File: src/sxs_pkg.sv
// Overview of operation
// - Sign extend copies the field's top bit into all bits above the field.
// - Field select 0 takes width setting a, select 1 takes setting b.
// - Sign extend sets zero and negative from result; carry, overflow unchanged.
// - Constant arithmetic shift moves destination left by 0 to 31, same register.
// - Shift count is the 5-bit field inside the instruction word.
// - Vacated low bits fill with zero.
// - Carry takes last bit shifted out; cleared for a zero count.
// - Overflow set when result sign or any shifted-out bit differs from old sign.
// - After shift, zero and negative flags follow the stored result.
// - A field-size code of zero means a 32-bit field.
package sxs_pkg;

  localparam int DATA_W    = 32;
  localparam int FS_W      = 5;
  localparam int REG_IDX_W = 5;

  // Instruction word fields
  localparam int OPC_HI    = 15;
  localparam int OPC_LO    = 10;
  localparam int SEL_BIT   = 9;
  localparam int ONE_BIT   = 8;
  localparam int ZRO_HI    = 7;
  localparam int ZRO_LO    = 5;
  localparam int CNT_HI    = 9;
  localparam int CNT_LO    = 5;
  localparam int FILE_BIT  = 4;
  localparam int DST_HI    = 3;
  localparam int DST_LO    = 0;

  localparam logic [5:0] OPC_SIGN_EXTEND_OP = 6'h01;
  localparam logic [5:0] OPC_SLAK = 6'h08;

  localparam logic [DATA_W-1:0] REG_RST = 32'h0000_0000;

  typedef struct packed {
    logic n;
    logic c;
    logic z;
    logic v;
  } sxs_flags_t;

  localparam sxs_flags_t FLAGS_RST = 4'h0;

  typedef enum logic [2:0] {
    ST_IDLE  = 3'b001,
    ST_READ  = 3'b010,
    ST_WRITE = 3'b100
  } sxs_state_t;

endpackage : sxs_pkg

File: src/sxs_regfile.sv
`timescale 1ns/100ps
module sxs_regfile #(
  parameter int DW = 32,
  parameter int AW = 5
) (
  // Clock
  input  wire logic          clk,
  // Read port
  input  wire logic [AW-1:0] raddr,
  output logic      [DW-1:0] rdata,
  // Write port
  input  wire logic          we,
  input  wire logic [AW-1:0] waddr,
  input  wire logic [DW-1:0] wdata
);

  logic [DW-1:0] mem [2**AW];

  always_ff @(posedge clk) begin
    if (we) begin
      mem[waddr] <= wdata;
    end
    rdata <= mem[raddr];
  end

endmodule : sxs_regfile

File: src/sxs_unit.sv
// The strobed register port and the register offsets were left to the implementer.
`timescale 1ns/100ps
module sxs_unit
  import sxs_pkg::*;
(
  // Clock and reset
  input  wire logic              clk,
  input  wire logic              resetn,
  // Instruction from decoder
  input  wire logic              instr_valid,
  input  wire logic [15:0]       instr,
  // Field width settings from status word
  input  wire logic [FS_W-1:0]   field_width_setting_a,
  input  wire logic [FS_W-1:0]   field_width_setting_b,
  // Register preload / readback port
  input  wire logic              ext_we,
  input  wire logic [4:0]        ext_addr,
  input  wire logic [31:0]       ext_wdata,
  input  wire logic              ext_re,
  output logic      [31:0]       ext_rdata,
  // Status
  output sxs_flags_t             flags,
  output logic                   busy,
  output logic                   done,
  output logic                   illegal
);

  // ==========================================================
  // Functions
  function automatic logic [5:0] fs_width(input logic [FS_W-1:0] code);
    fs_width = (code == '0) ? 6'h20 : {1'b0, code};
  endfunction : fs_width

  function automatic logic is_zero(input logic [31:0] val);
    is_zero = (val == 32'h0000_0000);
  endfunction : is_zero

  // ==========================================================
  // Decode
  logic dec_sign_extend_op;
  logic dec_sla;
  always_comb begin
    dec_sign_extend_op = (instr[OPC_HI:OPC_LO] == OPC_SIGN_EXTEND_OP) && instr[ONE_BIT]
               && (instr[ZRO_HI:ZRO_LO] == 3'h0);
    dec_sla  = (instr[OPC_HI:OPC_LO] == OPC_SLAK);
  end

  // ==========================================================
  // Sequencer and operation latch
  sxs_state_t      st_q, st_d;
  logic            op_sign_extend_op_q, op_sign_extend_op_d;
  logic            sel_q, sel_d;
  logic [4:0]      cnt_q, cnt_d;
  logic [4:0]      dst_q, dst_d;
  logic            busy_q, busy_d;
  logic            done_q, done_d;
  logic            ill_q, ill_d;
  logic            rd_pend_q, rd_pend_d;
  logic [31:0]     rd_q, rd_d;
  sxs_flags_t      fl_q, fl_d;
  logic [31:0]     rf_rdata;
  logic [31:0]     res;
  sxs_flags_t      res_fl;

  // ==========================================================
  // Datapath
  always_comb begin
    logic [5:0]  w;
    logic [31:0] mask;
    logic [63:0] wide;
    logic [31:0] outbits;
    logic        sgn;
    w = '0;
    mask = '0;
    wide = '0;
    outbits = '0;
    sgn = rf_rdata[31];
    res = rf_rdata;
    res_fl = fl_q;
    if (op_sign_extend_op_q) begin
      w = sel_q ? fs_width(field_width_setting_b)
                : fs_width(field_width_setting_a);
      // A full-width field passes the register through untouched
      mask = (w == 6'h20) ? 32'hffff_ffff : ((32'h0000_0001 << w[4:0]) - 32'h0000_0001);
      if (w != 6'h20 && rf_rdata[w[4:0] - 5'h1]) begin
        res = rf_rdata | ~mask;
      end else begin
        res = rf_rdata & mask;
      end
      res_fl.n = res[31];
      res_fl.z = is_zero(res);
    end else begin
      wide = {32'h0000_0000, rf_rdata} << cnt_q;
      res = wide[31:0];
      res_fl.c = (cnt_q == 5'h00) ? 1'b0 : wide[32];
      // Bits leaving the top plus the new sign must all match the old sign
      outbits = wide[63:32] | (sgn ? ~((32'h0000_0001 << cnt_q) - 32'h0000_0001) : 32'h0);
      res_fl.v = (res[31] != sgn) ||
                 (sgn ? (outbits != 32'hffff_ffff) : (wide[63:32] != 32'h0));
      res_fl.n = res[31];
      res_fl.z = is_zero(res);
    end
  end

  // ==========================================================
  // Next state
  always_comb begin
    st_d = st_q;
    op_sign_extend_op_d = op_sign_extend_op_q;
    sel_d = sel_q;
    cnt_d = cnt_q;
    dst_d = dst_q;
    busy_d = busy_q;
    done_d = 1'b0;
    ill_d = 1'b0;
    fl_d = fl_q;
    // Readback is captured the cycle after the strobe
    rd_pend_d = ext_re;
    rd_d = rd_pend_q ? rf_rdata : rd_q;
    case (st_q)
      ST_IDLE: begin
        if (instr_valid) begin
          if (dec_sign_extend_op || dec_sla) begin
            op_sign_extend_op_d = dec_sign_extend_op;
            sel_d = instr[SEL_BIT];
            cnt_d = instr[CNT_HI:CNT_LO];
            dst_d = {instr[FILE_BIT], instr[DST_HI:DST_LO]};
            busy_d = 1'b1;
            st_d = ST_READ;
          end else begin
            ill_d = 1'b1;
          end
        end
      end
      ST_READ: begin
        st_d = ST_WRITE;
      end
      ST_WRITE: begin
        fl_d = res_fl;
        busy_d = 1'b0;
        done_d = 1'b1;
        st_d = ST_IDLE;
      end
      default: begin
        st_d = ST_IDLE;
      end
    endcase
  end

  always_ff @(posedge clk or negedge resetn) begin
    if (!resetn) begin
      st_q <= ST_IDLE;
      op_sign_extend_op_q <= 1'b0;
      sel_q <= 1'b0;
      cnt_q <= 5'h00;
      dst_q <= 5'h00;
      busy_q <= 1'b0;
      done_q <= 1'b0;
      ill_q <= 1'b0;
      fl_q <= FLAGS_RST;
      rd_pend_q <= 1'b0;
      rd_q <= REG_RST;
    end else begin
      st_q <= st_d;
      op_sign_extend_op_q <= op_sign_extend_op_d;
      sel_q <= sel_d;
      cnt_q <= cnt_d;
      dst_q <= dst_d;
      busy_q <= busy_d;
      done_q <= done_d;
      ill_q <= ill_d;
      fl_q <= fl_d;
      rd_pend_q <= rd_pend_d;
      rd_q <= rd_d;
    end
  end

  // ==========================================================
  // Register file: operation has priority over the external port
  logic        rf_we;
  logic [4:0]  rf_waddr;
  logic [4:0]  rf_raddr;
  logic [31:0] rf_wdata;
  always_comb begin
    rf_we    = ext_we;
    rf_waddr = ext_addr;
    rf_wdata = ext_wdata;
    rf_raddr = ext_addr;
    if (st_q == ST_WRITE) begin
      rf_we    = 1'b1;
      rf_waddr = dst_q;
      rf_wdata = res;
    end
    // Operand is read on acceptance and again in the read state, so the datapath
    // never sees the external address; a readback strobed then returns the operand
    if (st_q == ST_IDLE && instr_valid) begin
      rf_raddr = {instr[FILE_BIT], instr[DST_HI:DST_LO]};
    end else if (st_q == ST_READ) begin
      rf_raddr = dst_q;
    end
  end

  sxs_regfile #(
    .DW (DATA_W),
    .AW (REG_IDX_W)
  ) u_rf (
    .clk   (clk),
    .raddr (rf_raddr),
    .rdata (rf_rdata),
    .we    (rf_we),
    .waddr (rf_waddr),
    .wdata (rf_wdata)
  );

  // ==========================================================
  // Outputs
  assign ext_rdata = rd_q;
  assign flags     = fl_q;
  assign busy      = busy_q;
  assign done      = done_q;
  assign illegal   = ill_q;

endmodule : sxs_unit

File: config.mk
export PLATFORM = sky130hd
export DESIGN_NAME = sxs_unit
export DESIGN_NICKNAME = d
export VERILOG_FILES = /design/src/sxs_pkg.sv /design/src/sxs_regfile.sv /design/src/sxs_unit.sv
export SDC_FILE = /design/constraint.sdc
export NUM_CORES = 2
export LEC_CHECK = 0
export ABC_AREA = 1
export BUFFER_PORTS_ARGS = -buffer_cell sky130_fd_sc_hd__buf_2
export CORE_AREA = 2 2 302 304
export CTS_CLUSTER_DIAMETER = 40
export DETAILED_ROUTE_END_ITERATION = 8
export DIE_AREA = 0 0 304 306
export PLACE_DENSITY_LB_ADDON = 0.12
export SYNTH_ARGS = -nofsm -noshare
export SYNTH_HDL_FRONTEND = slang
export SYNTH_SLANG_ARGS = --single-unit
export TNS_END_PERCENT = 100
File: constraint.sdc
create_clock -name clk -period 5.2 [get_ports clk]
set_clock_uncertainty 0.1 [all_clocks]
set_input_delay 1.04 -clock clk [delete_from_list [all_inputs] [get_ports clk]]
set_output_delay 1.04 -clock clk [all_outputs]
set_load 0.02 [all_outputs]
==> results.yml <==
sta:
  postLayoutSetupSlackWorst_ns: 1.00
  tightest_slew_ns: 1.30
  tns_ns: 0
  max_slew_margin_pct: 13.0
  finalHoldViolations: 0
  setup-violations-final: 0
  final_max_slew_viol_count: 0
  clock.fmax_mhz: 238
  rsz0062_at_grt: "no"
  period_share_pct: 80.7
  fin_crit_ns: 4.20
routing:
  wl_um: 148000
  drt_iter0_markers: 4267
  vias_per_cell: 6.22
  wl_per_cell_um: 25.5
  vias: 36000
  drt_pass1_iterations: 6
  post-route-drc-count: 0
  antenna_left: 0
clock_network:
  clkLatencyLatePin_ns: 0.75
  clockBufferDepth: 3
  cts_tree: "yes"
  cts_sinks: 1110
  cts_hold_buffers: 0
  root_buffer: "clkbuf_16"
  post_cts_buffers: 0
  clkTransAtPathRegs_ns: 0.05
  ctsResizeCount: 0
  h-tree-depth: 4
  cts_made_buffers: 140
synth:
  ys_top_cells_by_area: "edfxtp_1, nor2_1, nand2_1, o21ai_0, o311ai_0"
  synth_area_um2: 49100
  yosys_warnings: 0
  synth-edff-count: 1024
  synth_area_leader_cell: "edfxtp_1"
  synth_top_area_share_pct: 62.7
  postSynthAreaPerCell_um2: 11.1
  synth_fp_nets: 4496
  synth_seq_cells: 1110
  ys.flop_type: "edfxtp_1"
  synth-async-reset-ratio_pct: 4.86
  syn_inst: 4426
  yosysSeqAreaShare_pct: 66.7
  synth_cell_types: 61
placed_design:
  gp_congestion: 1.00
  io_buffers: 106
  place_area_um2: 51500
  post-place-ws_ns: 0.658
  place_hpwl_um: 89700
worst_setup_path:
  reg2reg_to: "u_rf.mem[14][20]"
  crit_required_ns: 5.47
  crit_path_start_kind: "flop"
  cp-end-kind: "flop"
  startpoint: "sel_q"
  ff2ff_setup_slack_ns: 1.00
  reg2reg_depth: 17
  r2r-start: "sel_q"
  critPathMaxFanout: 32
  arrival_ns: 4.47
  critical_path_class: "reg2reg"
floorplanning:
  start_util_pct: 54.8
  num_rows: 110
  io_pins: 107
  dieArea_um2: 93000
  core-area_um2: 89600
  die_w_um: 304
  die_y_um: 306
pwr:
  vdd_drop_max_mv: 0.322
  power.leakage_nw: 19.9
  p_per_area_nw_per_um2: 420
min_path:
  worstHoldStart: "ext_re"
  timing.hold.worst.class: "in2reg"
  min_path_cells: 1
  holdPathEnd: "rd_pend_q"
layout:
  finalNetCount: 4574
  syn_to_final_growth_pct: 14.7
  multi_input_area_um2: 15000
  drive_gt1_share_pct: 12.7
  nFillCells: 7018
  fin_area_um2: 56300
  regArea_um2: 32700
grt:
  grt_pass1_wl_um: 218000
  grt-ovfl-total: 0
  antenna_found_initial: 4
  track_usage_pct: 31.5
  grt_pass1_vias: 33600
  grt_max_degree: 147
flow_run:
  maxCapViolations: 0
status:
  status: "complete, no violations"
## through the flow
step / cells / util [%] / hold WS [ns] / total power [W]
after floorplan: 4426 / - / 0.358 / 0.0127
after global placement: 5538 / 57.5 / 0.362 / 0.0140
after detailed placement: 5538 / 57.5 / 0.379 / 0.0140
after CTS: 5796 / 62.8 / 0.273 / 0.0237
after global routing: 5796 / 62.8 / 0.294 / 0.0245
final: 5797 / 62.8 / 0.317 / 0.0237
## cell type report
type / instances / share of cell area [%]
sequential: 1110 / 58.2
clock buffer: 161 / 6.47
clock inverter: 97 / 2.02
multi-input combinational: 2902 / 26.6
antenna: 1 / 0.00444
tap: 1176 / 2.61
timing repair buffer: 235 / 3.31
inverter: 115 / 0.800
## cell usage after synthesis, types with 53 or more instances
cell type,number
buf_2,67
clkbuf_1,191
dfrtp_1,53
edfxtp_1,1024
inv_1,100
nand2_1,543
nand3_1,139
nand4_1,63
nor2_1,984
nor3_1,115
o21ai_0,396
o21bai_1,133
o311ai_0,192
## worst max-delay path, cell delays in order, from the launching register on
cell     delay, ns
dfrtp_2       0.46
inv_2         0.27
nand2_2       0.18
nand2_4       0.25
nand2_2       0.17
nor2_1        0.20
nand3_1       0.14
ha_1          0.27
nand2_1       0.14
nor2_4        0.07
nand2_1       0.15
nor2_4        0.08
nand2_1       0.08
nand2_1       0.07
nand3_1       0.08
nand2_1       0.08
nand2_1       0.13
a221o_1       0.90
## metal layers
layer / vias to the layer above / part of all wire (%) / track usage (%)
met5: - / 0 / 0
met4: 0 / 3.1 / 11.0
met3: 281 / 8.7 / 4.90
met2: 1746 / 46 / 49.4
met1: 17700 / 42 / 45.3
li1: 16300 / - / -
## flip-flops by register name (all words and copies together) (netlist names)
| name | flops |
|---|---|
| cnt_q | 4 |
| rd_pend_q | 1 |
| done | 1 |
| u_rf.mem | 1024 |
| op_sign_extend_op_q | 1 |
| ext_rdata | 32 |
| u_rf.rdata | 32 |
| illegal | 1 |
| sel_q | 1 |
| dst_q | 5 |
| busy | 1 |
| st_q | 3 |
| flags | 4 |
## layout by cell type (no fill, tap or decap), types with 11 or more instances in the layout
cell / Yosys / layout
a21oi_1: 48 / 48
a31oi_1: 36 / 36
buf_12: 0 / 29
buf_2: 67 / 106
buf_4: 7 / 100
bufinv_16: 0 / 17
clkbuf_1: 191 / 17
clkbuf_16: 0 / 142
clkinv_1: 7 / 23
clkinv_2: 0 / 19
clkinvlp_4: 0 / 16
dfrtp_1: 53 / 50
dfxtp_1: 32 / 32
edfxtp_1: 1024 / 1024
inv_1: 100 / 99
inv_6: 0 / 11
mux2i_1: 14 / 14
nand2_1: 543 / 543
nand2_2: 14 / 13
nand3_1: 139 / 139
nand4_1: 63 / 63
nor2_1: 984 / 952
nor2_4: 7 / 39
nor3_1: 115 / 115
o211ai_1: 44 / 44
o21ai_0: 396 / 386
o21ai_1: 21 / 19
o21bai_1: 133 / 133
o311ai_0: 192 / 192
o311ai_1: 32 / 32
o32ai_1: 32 / 32
or2_2: 13 / 13
## cell families after synthesis
family	synth area share (%)
buffers and inverters	3.52
DFF	66.7
and+or+nand+nor	16.2
adders and majority gates	0.0510
muxes	0.331
AOI/OAI and AO/OA	13.2
xor gates and xnor gates	0.0179
## how the worst max path moves through the flow
stage / to / slack (ns) / cells after the start
after floorplan: u_rf.mem[0][28] / 0.55 / 16
after global placement: u_rf.mem[2][20] / 0.69 / 17
after detailed placement: u_rf.mem[3][20] / 0.66 / 16
after CTS: u_rf.mem[27][20] / 1.10 / 17
after global routing: u_rf.mem[27][20] / 0.71 / 17
final: u_rf.mem[14][20] / 1.00 / 17
## power by group
group,leakage (nW),switching [W],internal [W],total (W)
Sequential,10.1,0.000221,0.00995,0.0102
Combinational,7.56,0.00268,0.00102,0.00370
Clock,2.28,0.00384,0.00595,0.00979
Total,19.9,0.00675,0.0169,0.0237
(Power assumes the default switching activity.)
